**config.mk**
```make
export PLATFORM = sky130hd
export DESIGN_NAME = feacrx_top
export DESIGN_NICKNAME = d
export VERILOG_FILES = /design/src/verilog/feacrx_fifo.v /design/src/verilog/feacrx_latch.v /design/src/verilog/feacrx_top.v
export VERILOG_INCLUDE_DIRS = /design/src /design/src/include
export SDC_FILE = /design/constraint.sdc
export NUM_CORES = 1
export LEC_CHECK = 0
export BUFFER_PORTS_ARGS = -buffer_cell sky130_fd_sc_hd__buf_2
export CORE_MARGIN = 2
export CORE_UTILIZATION = 28
export CTS_BUF_LIST = sky130_fd_sc_hd__clkbuf_16
export CTS_CLUSTER_SIZE = 12
export DETAILED_ROUTE_END_ITERATION = 8
export PLACE_DENSITY_LB_ADDON = 0.05
export SYNTH_ARGS = -nofsm -noshare
export SYNTH_HDL_FRONTEND = slang
export SYNTH_SLANG_ARGS = --single-unit
```
**constraint.sdc**
```tcl
create_clock -name mclk -period 3.7 [get_ports mclk]
set_clock_uncertainty 0.05 [all_clocks]
set_input_delay 0.185 -clock mclk [delete_from_list [all_inputs] [get_ports mclk]]
set_output_delay 0.185 -clock mclk [all_outputs]
set_load 0.01 [all_outputs]
```
**src/include/feacrx_defs.vh**
```
// Constants for the receive code block: offsets, fields, resets, counts.
// Assumes a 12-bit host address whose top nibble selects the port.
`ifndef FEACRX_DEFS_VH
`define FEACRX_DEFS_VH
`define FRX_OFF_CTRL 8'hd0
`define FRX_OFF_LIVE 8'hd4
`define FRX_OFF_LATCH 8'hd6
`define FRX_OFF_IEN 8'hd8
`define FRX_OFF_FDATA 8'hdc
`define FRX_BIT_SRST 0
`define FRX_BIT_IDLE 0
`define FRX_BIT_CWD 1
`define FRX_BIT_OVF 2
`define FRX_BIT_EMPTY 3
`define FRX_BIT_INVAL 7
`define FRX_CTRL_RST 16'h0800
`define FRX_LATCH_RST 3'h1
`define FRX_IEN_RST 3'h0
`define FRX_CODE_W 6
`define FRX_FIFO_DEPTH 32
`define FRX_FIFO_AW 5
`define FRX_CW_LEN 5'h10
`define FRX_IDLE_LEN 5'h10
`define FRX_VALID_CNT 3'h3
`endif

```
**src/verilog/feacrx_fifo.v**
```verilog
// First-in first-out store for received codes, show-ahead output.
// Assumes push and pop come from logic on the same clock.
`default_nettype none
module feacrx_fifo #(
    parameter W = 6,
    parameter DEPTH = 32,
    parameter AW = 5
) (
    input wire mclk, // System clock.
    input wire reset, // Asynchronous reset, active high.
    input wire clr, // Synchronous flush.
    input wire in_valid, // Code offered.
    output wire in_ready, // Room for a code.
    input wire [W-1:0] in_data, // Code to store.
    output wire out_valid, // A code is presented.
    input wire out_ready, // Consumer takes the code.
    output wire [W-1:0] out_data // Oldest code.
);
    reg [W-1:0] mem [0:DEPTH-1]; // Code storage.
    reg [AW-1:0] wr_ptr_r; // Write position.
    reg [AW-1:0] rd_ptr_r; // Read position.
    reg [AW:0] count_r; // Number of stored codes.
    wire push; // Accepted write.
    wire pop; // Accepted read.

    // Full and empty come straight from the count.
    assign in_ready = (count_r != DEPTH[AW:0]);
    assign out_valid = (count_r != {(AW+1){1'b0}});
    assign out_data = mem[rd_ptr_r];
    assign push = in_valid & in_ready;
    assign pop = out_valid & out_ready;

    // Storage array is written without reset.
    always @(posedge mclk) begin
        if (push) begin
            mem[wr_ptr_r] <= in_data;
        end
    end

    // Pointers and count; a flush empties the store at once.
    always @(posedge mclk or posedge reset) begin
        if (reset) begin
            wr_ptr_r <= {AW{1'b0}};
            rd_ptr_r <= {AW{1'b0}};
            count_r <= {(AW+1){1'b0}};
        end else if (clr) begin
            wr_ptr_r <= {AW{1'b0}};
            rd_ptr_r <= {AW{1'b0}};
            count_r <= {(AW+1){1'b0}};
        end else begin
            if (push) begin
                wr_ptr_r <= wr_ptr_r + 1'b1;
            end
            if (pop) begin
                rd_ptr_r <= rd_ptr_r + 1'b1;
            end
            if (push & ~pop) begin
                count_r <= count_r + 1'b1;
            end else if (pop & ~push) begin
                count_r <= count_r - 1'b1;
            end
        end
    end
endmodule
`default_nettype wire

```
**src/verilog/feacrx_latch.v**
```verilog
// Sticky event flags: set on a rising live level or an event pulse,
// cleared by writing one. Assumes all inputs are on mclk.
`include "feacrx_defs.vh"
`default_nettype none
module feacrx_latch #(
    parameter N = 3
) (
    input wire mclk, // System clock.
    input wire reset, // Asynchronous reset, active high.
    input wire srst, // Soft reset held by software.
    input wire [N-1:0] rise_in, // Levels whose rising edge sets.
    input wire [N-1:0] clr_in, // Write-one-to-clear strobes.
    input wire [N-1:0] rst_val, // Value taken under soft reset.
    output reg [N-1:0] flag_r // Sticky flags.
);
    reg [N-1:0] prev_r; // Last sampled level.
    // Hard reset values, sized to the flag vector so each bit is a constant.
    localparam [N-1:0] HARD_RST = `FRX_LATCH_RST;
    genvar i;

    generate
        for (i = 0; i < N; i = i + 1) begin : g_flag
            // Set wins over a clear in the same cycle.
            always @(posedge mclk or posedge reset) begin
                if (reset) begin
                    prev_r[i] <= 1'b0;
                    flag_r[i] <= HARD_RST[i];
                end else if (srst) begin
                    prev_r[i] <= 1'b0;
                    flag_r[i] <= rst_val[i];
                end else begin
                    prev_r[i] <= rise_in[i];
                    if (rise_in[i] & ~prev_r[i]) begin
                        flag_r[i] <= 1'b1;
                    end else if (clr_in[i]) begin
                        flag_r[i] <= 1'b0;
                    end
                end
            end
        end
    endgenerate
endmodule
`default_nettype wire

```
**src/verilog/feacrx_top.v**
```verilog
// Per-port receive code unit: finds codewords and idle in the bit
// stream, queues codes, keeps live and sticky status, raises requests.
// Assumes the host bus and framer strobes are synchronous to mclk.
//
// Contract
// - Soft reset holds receiver, empties FIFO, drops data
// - Clearing soft reset resumes normal operation
// - Empty status bit 3 mirrors FIFO empty
// - Live codeword bit set while codeword received
// - Live idle bit 0 set on all-ones
// - Overflow sets latched bit 2, code lost
// - Codeword latched flag sets on rising live
// - Idle latched flag sets on rising live
// - Idle latched flag reads one after reset
// - Overflow request needs flag, enable, port enable
// - Codeword request needs flag, enable, port enable
// - Idle request needs flag, enable; enables reset zero; code also gates it by port enable
// - Data-invalid bit 7 set when FIFO empty
// - Code presented in data bits 5 to 0
// - First received bit lands in bit 0
// - Lower-byte read of data advances FIFO
// - Register set repeats per port at 0,2,4,6
`include "feacrx_defs.vh"
`default_nettype none
module feacrx_top #(
    parameter [1:0] PORT_IDX = 2'h0
) (
    input wire mclk, // System clock, 200 MHz.
    input wire reset, // Asynchronous reset, active high.
    input wire code_bit, // Received code channel bit.
    input wire code_bit_en, // Strobe: code_bit is new this cycle.
    input wire port_global_irq_enable, // This port's global enable.
    input wire host_cs, // Host access select.
    input wire host_rd, // Read strobe, one cycle.
    input wire host_wr, // Write strobe, one cycle.
    input wire [11:0] host_addr, // Byte address, port in top nibble.
    input wire [1:0] host_be, // Byte lanes: bit 0 lower, bit 1 upper.
    input wire [15:0] host_wdata, // Write data.
    output reg [15:0] host_rdata_r, // Read data, one cycle after read.
    output reg irq_req_r // Interrupt request, level.
);
    // Detector and register state.
    reg srst_r; // Soft reset control bit.
    reg [2:0] ien_r; // Interrupt enables.
    reg [15:0] shift_r; // Last sixteen received bits.
    reg [15:0] shift_nxt; // Shift register after this bit.
    reg [4:0] phase_r; // Bits since last codeword match.
    reg [4:0] ones_r; // Consecutive ones, saturating.
    reg [2:0] rep_r; // Matching codewords in a row.
    reg [5:0] last_r; // Code of the last matching codeword.
    reg cwd_live_r; // Codeword currently being received.
    reg idle_live_r; // All-ones idle currently received.
    wire [5:0] code_now; // Code field of the shift register.
    wire cw_match; // Shift register holds a codeword.
    wire push; // Validated code offered to the FIFO.
    wire fifo_ready; // FIFO has room.
    wire fifo_valid; // FIFO holds a code.
    wire [5:0] fifo_code; // Oldest queued code.
    wire fifo_pop; // Host takes the oldest code.
    wire ovf_evt; // A validated code found no room.
    wire [2:0] latch_q; // Sticky flags.
    wire [2:0] latch_clr; // Write-one clear strobes.
    wire [2:0] latch_rise; // Levels driving the sticky flags.
    wire wr_lo; // Write with lower lane enabled.
    wire rd_lo; // Read with lower lane enabled.
    reg ovf_lvl_r; // Overflow event held as a one-cycle level.

    // Address hit for one register of this port.
    // Port address replication
    function hit;
        input [11:0] a;
        input [7:0] off;
        begin
            hit = (a[11:8] == {1'b0, PORT_IDX, 1'b0}) && (a[7:0] == off);
        end
    endfunction

    // Lane qualified strobes.
    assign wr_lo = host_cs & host_wr & host_be[0];
    assign rd_lo = host_cs & host_rd & host_be[0];

    // Next shift value; newest bit enters at the bottom.
    always @* begin
        shift_nxt = {shift_r[14:0], code_bit};
    end

    // Codeword pattern match
    // The first bit of the frame sits at the top of the register.
    assign cw_match = (shift_nxt[15] == 1'b0) && (shift_nxt[8] == 1'b0)
                      && (shift_nxt[7:0] == 8'hff);

    // First bit to field bit 0
    assign code_now = {shift_nxt[9], shift_nxt[10], shift_nxt[11],
                       shift_nxt[12], shift_nxt[13], shift_nxt[14]};

    // Bit stream processing: alignment, repetition count and live
    // status. Soft reset discards everything received.
    // Receiver held in reset
    always @(posedge mclk or posedge reset) begin
        if (reset) begin
            shift_r <= 16'h0000;
            phase_r <= 5'h00;
            ones_r <= 5'h00;
            rep_r <= 3'h0;
            last_r <= 6'h00;
            cwd_live_r <= 1'b0;
            idle_live_r <= 1'b0;
        end else if (srst_r) begin
            shift_r <= 16'h0000;
            phase_r <= 5'h00;
            ones_r <= 5'h00;
            rep_r <= 3'h0;
            last_r <= 6'h00;
            cwd_live_r <= 1'b0;
            idle_live_r <= 1'b0;
        end else if (code_bit_en) begin
            shift_r <= shift_nxt;
            if (!code_bit) begin
                ones_r <= 5'h00;
                idle_live_r <= 1'b0;
            end else if (ones_r != `FRX_IDLE_LEN) begin
                ones_r <= ones_r + 5'h01;
                idle_live_r <= (ones_r + 5'h01) == `FRX_IDLE_LEN;
            end
            if (cw_match) begin
                phase_r <= 5'h00;
                last_r <= code_now;
                // A repeat must follow exactly one codeword later.
                if ((phase_r == `FRX_CW_LEN - 5'h01) &&
                    (code_now == last_r)) begin
                    if (rep_r != `FRX_VALID_CNT) begin
                        rep_r <= rep_r + 3'h1;
                    end
                end else begin
                    rep_r <= 3'h1;
                end
                if (push) begin
                    cwd_live_r <= 1'b1;
                end
            end else if (phase_r != `FRX_CW_LEN) begin
                phase_r <= phase_r + 5'h01;
            end else begin
                // Pattern still missing one bit after it was due: codeword ended.
                rep_r <= 3'h0;
                cwd_live_r <= 1'b0;
            end
        end
    end

    // A code is queued once, when its repetition count first validates.
    // Queue validated code
    assign push = code_bit_en & ~srst_r & cw_match &
                  (phase_r == `FRX_CW_LEN - 5'h01) &
                  (code_now == last_r) &
                  (rep_r == `FRX_VALID_CNT - 3'h1);

    assign ovf_evt = push & ~fifo_ready;

    assign fifo_pop = rd_lo & hit(host_addr, `FRX_OFF_FDATA);

    // Code queue; soft reset flushes it.
    // FIFO emptied
    feacrx_fifo #(
        .W(`FRX_CODE_W),
        .DEPTH(`FRX_FIFO_DEPTH),
        .AW(`FRX_FIFO_AW)
    ) u_fifo (
        .mclk(mclk),
        .reset(reset),
        .clr(srst_r),
        .in_valid(push),
        .in_ready(fifo_ready),
        .in_data(code_now),
        .out_valid(fifo_valid),
        .out_ready(fifo_pop),
        .out_data(fifo_code)
    );

    // Overflow is a pulse; the latch block sees it as a rising level
    // that falls again, so each overflow sets the flag.
    always @(posedge mclk or posedge reset) begin
        if (reset) begin
            ovf_lvl_r <= 1'b0;
        end else begin
            ovf_lvl_r <= ovf_evt;
        end
    end

    // Write-one clear of sticky flags, lower lane only.
    // Write one clears
    assign latch_clr = (wr_lo && hit(host_addr, `FRX_OFF_LATCH)) ?
                       host_wdata[2:0] : 3'h0;

    assign latch_rise = {ovf_lvl_r, cwd_live_r, idle_live_r};

    feacrx_latch #(
        .N(3)
    ) u_latch (
        .mclk(mclk),
        .reset(reset),
        .srst(srst_r),
        .rise_in(latch_rise),
        .clr_in(latch_clr),
        .rst_val(`FRX_LATCH_RST),
        .flag_r(latch_q)
    );

    // Control and enable registers; lower lane carries every field.
    // Soft reset released
    always @(posedge mclk or posedge reset) begin
        if (reset) begin
            srst_r <= 1'b0;
            ien_r <= `FRX_IEN_RST;
        end else if (wr_lo) begin
            if (hit(host_addr, `FRX_OFF_CTRL)) begin
                srst_r <= host_wdata[`FRX_BIT_SRST];
            end else if (hit(host_addr, `FRX_OFF_IEN)) begin
                ien_r <= host_wdata[2:0];
            end
        end
    end

    // Interrupt request: any enabled sticky flag, gated by the port.
    // Gated request
    always @(posedge mclk or posedge reset) begin
        if (reset) begin
            irq_req_r <= 1'b0;
        end else begin
            irq_req_r <= port_global_irq_enable & (|(latch_q & ien_r));
        end
    end

    // Read data, registered; unmapped addresses read zero.
    always @(posedge mclk or posedge reset) begin
        if (reset) begin
            host_rdata_r <= 16'h0000;
        end else if (host_cs & host_rd) begin
            if (hit(host_addr, `FRX_OFF_CTRL)) begin
                host_rdata_r <= `FRX_CTRL_RST | {15'h0000, srst_r};
            end else if (hit(host_addr, `FRX_OFF_LIVE)) begin
                host_rdata_r <= {12'h000, ~fifo_valid, 1'b0,
                                 cwd_live_r, idle_live_r};
            end else if (hit(host_addr, `FRX_OFF_LATCH)) begin
                host_rdata_r <= {13'h0000, latch_q};
            end else if (hit(host_addr, `FRX_OFF_IEN)) begin
                host_rdata_r <= {13'h0000, ien_r};
            end else if (hit(host_addr, `FRX_OFF_FDATA)) begin
                host_rdata_r <= {8'h00, ~fifo_valid, 1'b0,
                                 fifo_valid ? fifo_code : 6'h00};
            end else begin
                host_rdata_r <= 16'h0000;
            end
        end
    end
endmodule
`default_nettype wire

```
==> summary.md, run 1 <==
| Metric | Value |
|---|---|
| Status | completed |
| DRT iter0 DRCs | 394 |
| Critical path's slowest cell | ha_1 |
| H-Tree Depth | 1 |
| P&R area growth vs syn | 15.9% |
| Final period util | 0.904 |
| Share of layout cells above drive strength 1 | 0.196 |
| Total global routing overflow | 0 |
| Placed insts | between 1000 and 1500 |
| Final Worst Setup Slack | 0.354 ns |
| DR DRC count | 0 |
| Main synth FF type | edfxtp_1 |
| DRT Pass-1 Iters | 6 |
| Vert. Die Dim | 207 um |
| HP Class | input pin to flop |
| Warnings, synthesis | 0 |
| Diodes inserted | 0 |
| Leading area contributor after synthesis | edfxtp_1 |
| Peak Freq | approximately 300 MHz |
| Lkg Pwr | about 4.7 nW |
| Vias in the first global route | 7011 |
| All-Layer GR Usage | 0.138 |
| Die area | 0.0427 sq mm |
| Worst setup EP type | flop |
| I/O pin cnt | 55 |
| Max-cap violations | 0 |
| Clock transition at path regs | 0.06 ns |
| Req. time, crit path | a little over 4 ns |
| Slew HR | 0.321 |
| Starting density of the core | 0.283 |
| CP cell instances | nor4_1, and2_1, nor2_1, nand4_1, nand3_1, ha_1, o21ai_0, o21a_1, o211a_1, mux2i_1, mux2_2 |
| CTS root buf | clkbuf_16 |
| Fin cells | 1381 |
| # Post-CTS Setup Buffers | 0 |
| RePlAce Congestion | about 0.77 |
| Fin. Hold Viols | 0 |
| Dpl ws | 0.332 ns |
| Antenna violations before repair | 0 |
| Post-layout nets | 881 |
| WP data arrival | ~3.7 ns |
| Wirelength per Cell | ~21 um |
| First-pass GRT wire length | ~43000 um |
| Post-synth EDFFs | between 150 and 200 |
| Remaining antenna violation count | 0 |
| Clock sink count | between 200 and 300 |
| Detailed Route WL | about 29000 um |
| Area fraction of the dominant cell type after synthesis | 0.501 |
| Setup TNS | 0 ns |
| Via/cell ratio | between 4 and 5 |
| Crit-path max FO | 6 |
| Synthesized cell area | 0.0115 sq mm |
| Core region area | 0.0407 sq mm |
| Critical path class | flop to flop |
| Area contributors post-synth | edfxtp_1 (50%), dfrtp_1 (15%), mux4_2 (9.6%) |
| Minimum clock period | between 3 and 4 ns |
| Setup violators final | 0 |
| # port buffers | 32 |
| PwrDens | about 540 mW/mm^2 |
| Clock Latency Late Sink | about 0.56 ns |
| R2r setup slk | 0.35 ns |
| Post_cts resized | 0 |
| Number of library cell types mapped by synthesis | 67 |
| RSZ-0062 raised after global routing | false |
| Rows | 74 |
| Worst slew pin tran | around 1.0 ns |
| Worst path max stage delay | 0.46 ns |
| Max VDD drop | between 0.2 and 0.25 mV |
| CTS Buf Count | 31 |
| CP startpoint kind | flop |
| Depth of the worst hold-timing path | 4 |
| Via Count | 6623 |
| R2R depth | 11 |
| Synth top cells by count | edfxtp_1 (192), nor2_1 (81), dfrtp_1 (71) |
| Top-count cell post-synth | edfxtp_1 |
| Die X | 207 um |
| Final HPWL DP | approximately 18000 um |
| Post-synthesis sequential area ratio | 0.658 |
| Max Slew Vio Count | 0 |
| Max Buffers Root-to-Sink | 3 |
| CTS tree | yes |
| Largest net degree at the start of global routing | 64 |
| Mapped Cells | between 700 and 800 |
| Synth async-reset ratio | 0.273 |
| Flops & latches, synth | roughly 260 |
| Mean post-synth cell area | ~15 sq um |
| Number of hold buffers added after cts | 8 |
==> area by class of cell <==
class / count / area [sq um]
clock buffer: 31 / 776
inverter: 19 / 72.6
fill: 4018 / 27400
timing repair buffer: 59 / 408
tap: 532 / 666
clock inverter: 27 / 170
sequential: 264 / 7570
multi-input combinational: 449 / 3680
==> power breakdown <==
group	internal [W]	total (W)	switching, W
combinational	0.000196	0.000745	0.000549
clock	0.00165	0.00284	0.00119
sequential	0.00360	0.00368	0.0000868
total	0.00544	0.00727	0.00183
==> per-stage QoR <==
stage / utilization / power (W) / cell area [sq um] / hold WS, ns
6_report: 0.328 / 0.00727 / 13300 / 0.0478
5_1_grt: 0.328 / 0.00760 / 13300 / 0.0565
3_3_place_gp: 0.302 / 0.00449 / 12300 / 0.346
4_1_cts: 0.328 / 0.00741 / 13300 / 0.00855
2_1_floorplan: - / 0.00415 / 11500 / 0.273
3_5_place_dp: 0.302 / 0.00452 / 12300 / 0.349
==> worst max-delay path, delay by kind of cell (launching register included) <==
family,cells,cell delay (ns)
DFF,1,0.45
muxes,2,0.48
and+or+nand+nor,5,1.20
adders and majority gates,1,0.46
AOI/OAI and AO/OA,3,0.57
==> cells by family after synthesis <==
logic type,after synthesis,share of synthesized area
compound gates,98,0.0570
simple gates,226,0.0977
other cells,1,0.000326
fa+ha+maj,19,0.0213
xor+xnor,16,0.0138
flops,264,0.658
buf+inv,65,0.0250
mux,82,0.127
==> flip-flops by register name, summed over array words and instances (netlist names), 5 cells and up <==
name             cells
u_fifo.rd_ptr_r      5
u_fifo.count_r       6
phase_r              5
host_rdata_r         8
shift_r             15
last_r               6
u_fifo.wr_ptr_r      5
u_fifo.mem         192
ones_r               5
==> per-layer routing <==
layer,track usage,wire (um),vias to the layer above
met4,0.0388,572,0
met2,0.240,14300,103
met3,0.0207,1020,38
met5,0,0,-
met1,0.178,12800,3435
li1,-,-,3047
==> placed cells by master (no fill, tap or decap), drive strengths merged, types with 5 or more instances in the layout <==
master	instances
clkinv	19
buf	51
and3	7
nor2b	15
mux2i	20
nand2	41
a22o	5
dlygate4sd3	8
a21oi	28
conb	8
nor3	8
edfxtp	192
o21ai	19
nor2	81
dfrtp	71
mux4	49
clkbuf	31
nand4	5
nand2b	10
mux2	13
ha	18
a221oi	5
xor2	7
inv	25
nand3b	6
nor4	5
nand3	29
a211oi	7
xnor2	9
==> final timing paths <==
path                              startpoint                 to
max in group asynchronous              reset        shift_r[12]
min in group asynchronous              reset           rep_r[2]
max                        u_fifo.count_r[0]  u_fifo.count_r[5]
max reg2reg                u_fifo.count_r[0]  u_fifo.count_r[5]
min                             host_addr[1]  u_latch.flag_r[0]
min reg2reg                u_latch.prev_r[2]  u_latch.flag_r[2]
Note: power is estimated with default switching activity, not from simulation.
==> inputs of run 2 (changes only) <==
--- a/config.mk
+++ b/config.mk
@@ -15,4 +15,5 @@
 export PLACE_DENSITY_LB_ADDON = 0.05
 export SYNTH_ARGS = -nofsm -noshare
 export SYNTH_HDL_FRONTEND = slang
+export SYNTH_HIERARCHICAL = 1
 export SYNTH_SLANG_ARGS = --single-unit
==> constraint.sdc (replaced) <==
create_clock -name mclk -period 3.8 [get_ports mclk]
set_clock_uncertainty 0.05 [all_clocks]
set_input_delay 0.19 -clock mclk [delete_from_list [all_inputs] [get_ports mclk]]
set_output_delay 0.19 -clock mclk [all_outputs]
set_load 0.01 [all_outputs]
==> run 2 against run 1 <==
Compared with the run above:
- critical path depth grew 4
- hold slack lost 0.020 ns
- total power shrank 3.1%
- worst setup slack lost 0.16 ns
- global-route usage shrank 0.64 points
- design area grew 2.3%
- synthesized cell count grew 6.0%
- routed wire length shrank 1.4%
- critical endpoint is now u_fifo/count_r[5]
- largest cell class unchanged
==> summary.md, run 2 <==
| Metric | Value |
|---|---|
| Status | completed |
| Crit-path most repeated cell | ha_1 |
| DRT iter0 DRCs | 346 (-12%) |
| H-Tree Depth | 1 (unchanged) |
| CTS root buf | clkbuf_16 |
| Hold_ws | 0.0283 ns (-0.0196 ns) |
| Leading area contributor after synthesis | edfxtp_1 |
| Placed insts | 1390 (+5.7%) |
| Setup TNS | 0 ns (unchanged) |
| Worst slew pin tran | 1.14 ns (+0.132 ns) |
| Via Count | 6898 (+4.2%) |
| Max VDD drop | 0.272 mV (+11%) |
| Req. time, crit path | 4.18 ns (+0.09 ns) |
| Peak Freq | 277 MHz (-7.3%) |
| # Post-CTS Setup Buffers | 0 (unchanged) |
| Antenna violations before repair | 0 (unchanged) |
| Wirelength per Cell | 19.5 um (-6.5%) |
| Via/cell ratio | 4.74 (-1.2%) |
| Warnings, synthesis | 6 (+6) |
| Clock Latency Late Sink | 0.55 ns (about the same) |
| Vias in the first global route | 7238 (+3.2%) |
| Final period util | 0.950 (+0.0455) |
| Synth top cells by count | edfxtp_1 (192), nor2_1 (76), dfrtp_1 (71) |
| Post-synth EDFFs | 192 (unchanged) |
| Max Buffers Root-to-Sink | 3 (unchanged) |
| Final HPWL DP | 18400 um (+0.18%) |
| Area contributors post-synth | edfxtp_1 (50%), dfrtp_1 (15%), mux4_2 (5.8%) |
| Critical path class | flop to flop |
| First-pass GRT wire length | 44200 um (+1.9%) |
| PwrDens | 516 mW/mm^2 (-5.3%) |
| Adder-cell share of the synthesized area | 0.0211 (-0.000222) |
| Total global routing overflow | 0 (unchanged) |
| Clock sink count | 264 (unchanged) |
| P&R area growth vs syn | 17.3% |
| Clock transition at path regs | 0.06 ns (about the same) |
| R2r setup slk | 0.19 ns (-0.16 ns) |
| Biggest regs | u_fifo/mem: 192 flops, shift_r: 15 flops, host_rdata_r: 8 flops |
| Commonest non-fill, non-tap cell in the layout | edfxtp_1 |
| Critical path's slowest cell | dfrtp_1 |
| FF-to-FF End | u_fifo/count_r[5] |
| Largest net degree at the start of global routing | 63 (-1.6%) |
| Vert. Die Dim | 208 um (+0.52%) |
| Max Slew Vio Count | 0 (unchanged) |
| Share of layout cells above drive strength 1 | 0.188 (-0.00721) |
| # port buffers | 32 (unchanged) |
| Largest family of logic cells by synthesized area | multiplexers |
| Slew HR | 0.240 (-0.0808) |
| Diodes inserted | 0 (unchanged) |
| Crit-path max FO | 4 (-2) |
| CTS Buf Count | 30 (-3.2%) |
| Synthesized cell area | 0.0116 sq mm (+1.1%) |
| Mean post-synth cell area | 14.2 sq um (-4.6%) |
| Main synth FF type | edfxtp_1 |
| Setup violators final | 0 (unchanged) |
| RSZ-0062 raised after global routing | false |
| Fin. Hold Viols | 0 (unchanged) |
| Worst setup EP type | flop |
| WP data arrival | 3.99 ns (+0.25 ns) |
| Post-synthesis sequential area ratio | 0.651 (-0.00686) |
| Fin cells | 1456 (+5.4%) |
| Most frequent cells in the layout | edfxtp_1 (192), nor2_1 (76), dfrtp_1 (68) |
| Die X | 208 um (+0.52%) |
| Post-layout nets | 957 (+8.6%) |
| RePlAce Congestion | 0.775 (+1.2%) |
| Die area | 0.0432 sq mm (+1.0%) |
| Final Worst Setup Slack | 0.191 ns (-0.163 ns) |
| Synth async-reset ratio | 0.273 (unchanged) |
| Area fraction of the dominant cell type after synthesis | 0.496 (-0.00523) |
| Largest Register | u_fifo/mem |
| Mapped Cells | 817 (+6.0%) |
| CTS tree | yes |
| Synth Area in XOR/XNOR | 0.0151 (+0.00125) |
| Rows | 74 (unchanged) |
| Flops & latches, synth | 264 (unchanged) |
| Core region area | 0.0409 sq mm (+0.45%) |
| CP cell instances | ha_1, and3_1, ha_1, nor4b_2, nand4_1, nor2_1, o31a_1, nor2b_4, inv_1, ha_1, a211oi_1, o21bai_1, a21oi_1, mux2i_1, mux2_2 |
| Crit. Startpoint | phase_r[0] |
| Largest register FFs | 192 (unchanged) |
| I/O pin cnt | 55 (unchanged) |
| Synth Area in Compound Gates | 0.0546 (-0.00232) |
| Number of library cell types mapped by synthesis | 66 (-1.5%) |
| R2R depth | 15 (+4) |
| Remaining antenna violation count | 0 (unchanged) |
| Post-synthesis simple-gate area fraction | 0.109 (+0.0115) |
| HP Class | input pin to flop |
| Detailed Route WL | 28400 um (-1.4%) |
| Starting density of the core | 0.284 (+0.00169) |
| Reg2reg start | phase_r[0] |
| Termination of the worst setup path | u_fifo/count_r[5] |
| All-Layer GR Usage | 0.131 (-0.00643) |
| Dpl ws | 0.200 ns (-0.131 ns) |
| Worst path max stage delay | 0.40 ns (-0.06 ns) |
| Finished Core Util | 0.333 (+0.00592) |
| Top-count cell post-synth | edfxtp_1 |
| DR DRC count | 0 (unchanged) |
| DRT Pass-1 Iters | 5 (-1) |
| Max-cap violations | 0 (unchanged) |
| Lkg Pwr | 4.97 nW (+4.9%) |
| Minimum clock period | 3.61 ns (+0.263 ns) |
| CP startpoint kind | flop |
| Post-synthesis mux area share | 0.121 (-0.00671) |
-- run 2: cell count changes after synthesis, sizes merged, moves of 6 or more --
cell | before | now
mux4 | 49 | 30
mux2 | 13 | 5
mux2i | 20 | 67
xor2 | 7 | 15
a22oi | 4 | 12
nand2 | 41 | 49
buf | 22 | 28
-- run 2: what timing repair did --
action                     in CTS  in global routing
setup endpoints to repair       0                  1
resized for setup               0                  1
hold endpoints to repair       83                  0
hold buffers                   10                  0
-- run 2: metrics by stage --
stage / power (W) / area [sq um]
finish: 0.00704 / 13600
global route: 0.00737 / 13600
CTS: 0.00719 / 13600
detailed placement: 0.00442 / 12600
global placement: 0.00438 / 12600
floorplan: 0.00402 / 11700
-- run 2: routing by layer --
| layer | global-route usage | vias up | wire, um |
|---|---|---|---|
| li1 | - | 3220 | - |
| met1 | 0.176 | 3546 | 13100 |
| met2 | 0.225 | 97 | 13900 |
| met3 | 0.0169 | 35 | 803 |
| met4 | 0.0328 | 0 | 553 |
| met5 | 0 | - | 0 |
-- run 2: report_power, final --
group          switching (W)  total [W]  internal, W
sequential         0.0000810    0.00358      0.00350
combinational       0.000562   0.000754     0.000192
clock                0.00112    0.00271      0.00159
total                0.00176    0.00704      0.00528
-- run 2: kinds of logic after synthesis --
group	after synthesis
buf+inv	71
xor+xnor	20
mux	102
fa+ha+maj	19
flops	264
simple gates	245
compound gates	94
other cells	2
-- run 2: critical path: cells and delay by family, from the launching register on --
family | cells | cell delay [ns]
muxes | 2 | 0.57
DFF | 1 | 0.40
buffers and inverters | 1 | 0.11
and+or+nand+nor | 5 | 0.93
adders and majority gates | 3 | 0.68
AOI/OAI and AO/OA | 4 | 0.75
-- run 2: layout make-up --
class / count / area (sq um)
inverters: 24 / 90.1
repair buffers: 89 / 613
well taps: 532 / 666
clock inverters: 25 / 151
flip-flops and latches: 264 / 7570
fillers: 4006 / 27300
multi-input cells: 491 / 3780
clock buffers: 31 / 776
-- run 2: worst min path at each step --
stage / start / to / cells past startpoint
CTS: host_addr[2] / host_rdata_r[3] / 3
finish: host_addr[2] / host_rdata_r[3] / 3
floorplan: reset / u_latch/flag_r[1] / 1
detailed placement: reset / u_latch/prev_r[2] / 2
global route: host_addr[2] / host_rdata_r[3] / 3
global placement: reset / u_latch/prev_r[2] / 2
==> inputs of run 3 (changes only) <==
--- a/config.mk
+++ b/config.mk
@@ -15,5 +15,4 @@
 export PLACE_DENSITY_LB_ADDON = 0.05
 export SYNTH_ARGS = -nofsm -noshare
 export SYNTH_HDL_FRONTEND = slang
-export SYNTH_HIERARCHICAL = 1
 export SYNTH_SLANG_ARGS = --single-unit
==> run 3 against run 2 <==
Compared with the run above:
- clock power down 2%
- cell count decreased by 5.2%
- via count shrank 4.0%
- global-route usage is 0.89 points higher
- design area is 2.4% lower
- critical endpoint is now u_fifo.count_r[5]
- register-to-register slack better by 0.30 ns
- sequential share of layout area grew 1.4 points
- die area fell by 1.0%
- first-iteration DRC count is 9.5% higher
- largest power group unchanged
- hold slack better by 0.026 ns
- non-clock buffer count is 28 lower
- combinational power fell by 4.1%
- critical path type unchanged
==> summary.md, run 3 (synthesized netlist as in run 1, its figures left out) <==
| Metric | Value |
|---|---|
| Status | completed |
| Total global routing overflow | 0 (unchanged) |
| Largest register FFs | 192 (unchanged) |
| Clock Latency Late Sink | 0.55 ns (about the same) |
| Fillers | 4009 (+0.075%) |
| Die area | 0.0427 sq mm (-1.0%) |
| WP data arrival | 3.69 ns (-0.30 ns) |
| HP Class | input pin to flop |
| Max Slew Vio Count | 0 (unchanged) |
| Largest net degree at the start of global routing | 64 (+1.6%) |
| RSZ-0062 raised after global routing | false |
| Clock share of power | 0.382 (-0.002) |
| Core region area | 0.0407 sq mm (-0.45%) |
| Depth of the worst hold-timing path | 4 (+1) |
| Finished Cell Area | 0.0133 sq mm (-2.4%) |
| Post_cts resized | 0 (unchanged) |
| PwrDens | 524 mW/mm^2 (+1.6%) |
| Post-layout nets | 883 (-7.7%) |
| CTS root buf | clkbuf_16 |
| First-pass GRT wire length | 44200 um (-0.12%) |
| Antenna violations before repair | 2 (+2) |
| Vert. Die Dim | 207 um (-0.51%) |
| Diodes inserted | 0 (unchanged) |
| Lkg Pwr | 4.76 nW (-4.3%) |
| Critical path class | flop to flop |
| Most frequent cells in the layout | edfxtp_1 (192), nor2_1 (81), dfrtp_1 (68) |
| Remaining antenna violation count | 0 (unchanged) |
| Placed Area | 0.0123 sq mm (-2.1%) |
| Clock sink count | 264 (unchanged) |
| DRT Pass-1 Iters | 4 (-1) |
| Die X | 207 um (-0.51%) |
| H-Tree Depth | 1 (unchanged) |
| Largest Register | u_fifo.mem |
| Comb power frac | 0.104 (-0.003) |
| R2R depth | 12 (-3) |
| Minimum clock period | 3.31 ns (-0.297 ns) |
| CP startpoint kind | flop |
| Req. time, crit path | 4.18 ns (about the same) |
| # port buffers | 32 (unchanged) |
| Max VDD drop | 0.268 mV (-1.5%) |
| CTS tree | yes |
| Wirelength per Cell | 21.0 um (+8.0%) |
| Fin. Hold Viols | 0 (unchanged) |
| Detailed Route WL | 29000 um (+2.4%) |
| Setup TNS | 0 ns (unchanged) |
| DR DRC count | 0 (unchanged) |
| Net switching power | 0.00176 W (-0.11%) |
| Share of layout cells above drive strength 1 | 0.198 (+0.00957) |
| DRT iter0 DRCs | 379 (+9.5%) |
| Worst slew pin tran | 0.984 ns (-0.154 ns) |
| RePlAce Congestion | 0.744 (-4.0%) |
| Max-cap violations | 0 (unchanged) |
| Peak Freq | 302 MHz (+9.0%) |
| Placed insts | 1319 (-5.1%) |
| I/O pin cnt | 55 (unchanged) |
| Cell Int Power | 0.00522 W (-1.2%) |
| Seq pwr share | 0.515 (+0.007) |
| Vias in the first global route | 6970 (-3.7%) |
| Setup violators final | 0 (unchanged) |
| Max Buffers Root-to-Sink | 3 (unchanged) |
| Crit-path max FO | 5 (+1) |
| Biggest regs | u_fifo.mem: 192 flops, shift_r: 15 flops, host_rdata_r: 8 flops |
| Worst setup EP type | flop |
| Final HPWL DP | 18600 um (+1.0%) |
| Via/cell ratio | 4.80 (+1.2%) |
| Clock transition at path regs | 0.06 ns (about the same) |
| Commonest non-fill, non-tap cell in the layout | edfxtp_1 |
| CTS Buf Count | 31 (+3.3%) |
| Slew HR | 0.336 (+0.0953) |
| P&R area growth vs syn | 15.7% |
| Via Count | 6623 (-4.0%) |
| Final period util | 0.872 (-0.0783) |
| Fin cells | 1381 (-5.2%) |
| Switch share | 0.252 (+0.00200) |
| Rows | 74 (unchanged) |
| All-Layer GR Usage | 0.140 (+0.00886) |
| Starting density of the core | 0.283 (-0.00169) |
==> run 3: cell type report <==
cell class              count  area, sq um  area share
repair buffers             61          418      0.0314
clock inverters            25          131     0.00987
well taps                 532          666      0.0500
clock buffers              31          776      0.0583
multi-input cells         449         3680       0.276
flip-flops and latches    264         7570       0.569
inverters                  19         72.6     0.00545
==> run 3: metrics by stage <==
stage	hold WS [ns]	setup slack, ns	utilization	power [W]
6_report	0.0539	0.488	0.327	0.00698
5_1_grt	0.0628	0.186	0.327	0.00733
4_1_cts	0.0148	0.387	0.327	0.00712
3_5_place_dp	0.315	0.398	0.303	0.00440
3_3_place_gp	0.292	0.452	0.303	0.00437
2_1_floorplan	0.278	0.374	-	0.00404
==> run 3: worst max-delay path, cell delays in order, from the launching register on <==
cell and delay (ns):
dfrtp_1 0.39, ha_1 0.19, and3_1 0.17, ha_1 0.14, nand4_1 0.19, nor4_2 0.27, nand3_1 0.28, ha_1 0.44
o21ai_0 0.14, o21a_1 0.21, o211a_1 0.22, mux2i_1 0.15, mux2_2 0.35
==> run 3: power groups by stage <==
stage                     clock, W  sequential, W  combinational [W]
final                      0.00266        0.00359           0.000723
after global routing       0.00288        0.00361           0.000838
after CTS                  0.00276        0.00359           0.000762
after detailed placement         0        0.00365           0.000754
after global placement           0        0.00364           0.000725
after floorplan                  0        0.00379           0.000255
==> run 3: path summary, 6_finish.rpt <==
path / startpoint / end / slack (ns)
worst min register to register: host_rdata_r[11] / host_rdata_r[11] / 0.43
worst max register to register: phase_r[1] / u_fifo.count_r[5] / 0.49
max in group asynchronous: reset / u_latch.flag_r[0] / 2.49
worst min-delay path: host_addr[3] / host_rdata_r[11] / 0.05
worst max-delay path: phase_r[1] / u_fifo.count_r[5] / 0.49
min in group asynchronous: reset / phase_r[1] / 0.26
==> run 3: repair_timing <==
action,CTS,global route
setup buffers,0,0
hold buffers,6,0
endpoints found under the hold margin,50,0
==> run 3: per-layer routing <==
metal,part of all wire,GRT usage,vias to the layer above
met4,0.013,0.0312,0
met2,0.49,0.239,103
met5,0,0,-
met1,0.45,0.190,3447
met3,0.043,0.0203,26
li1,-,-,3047
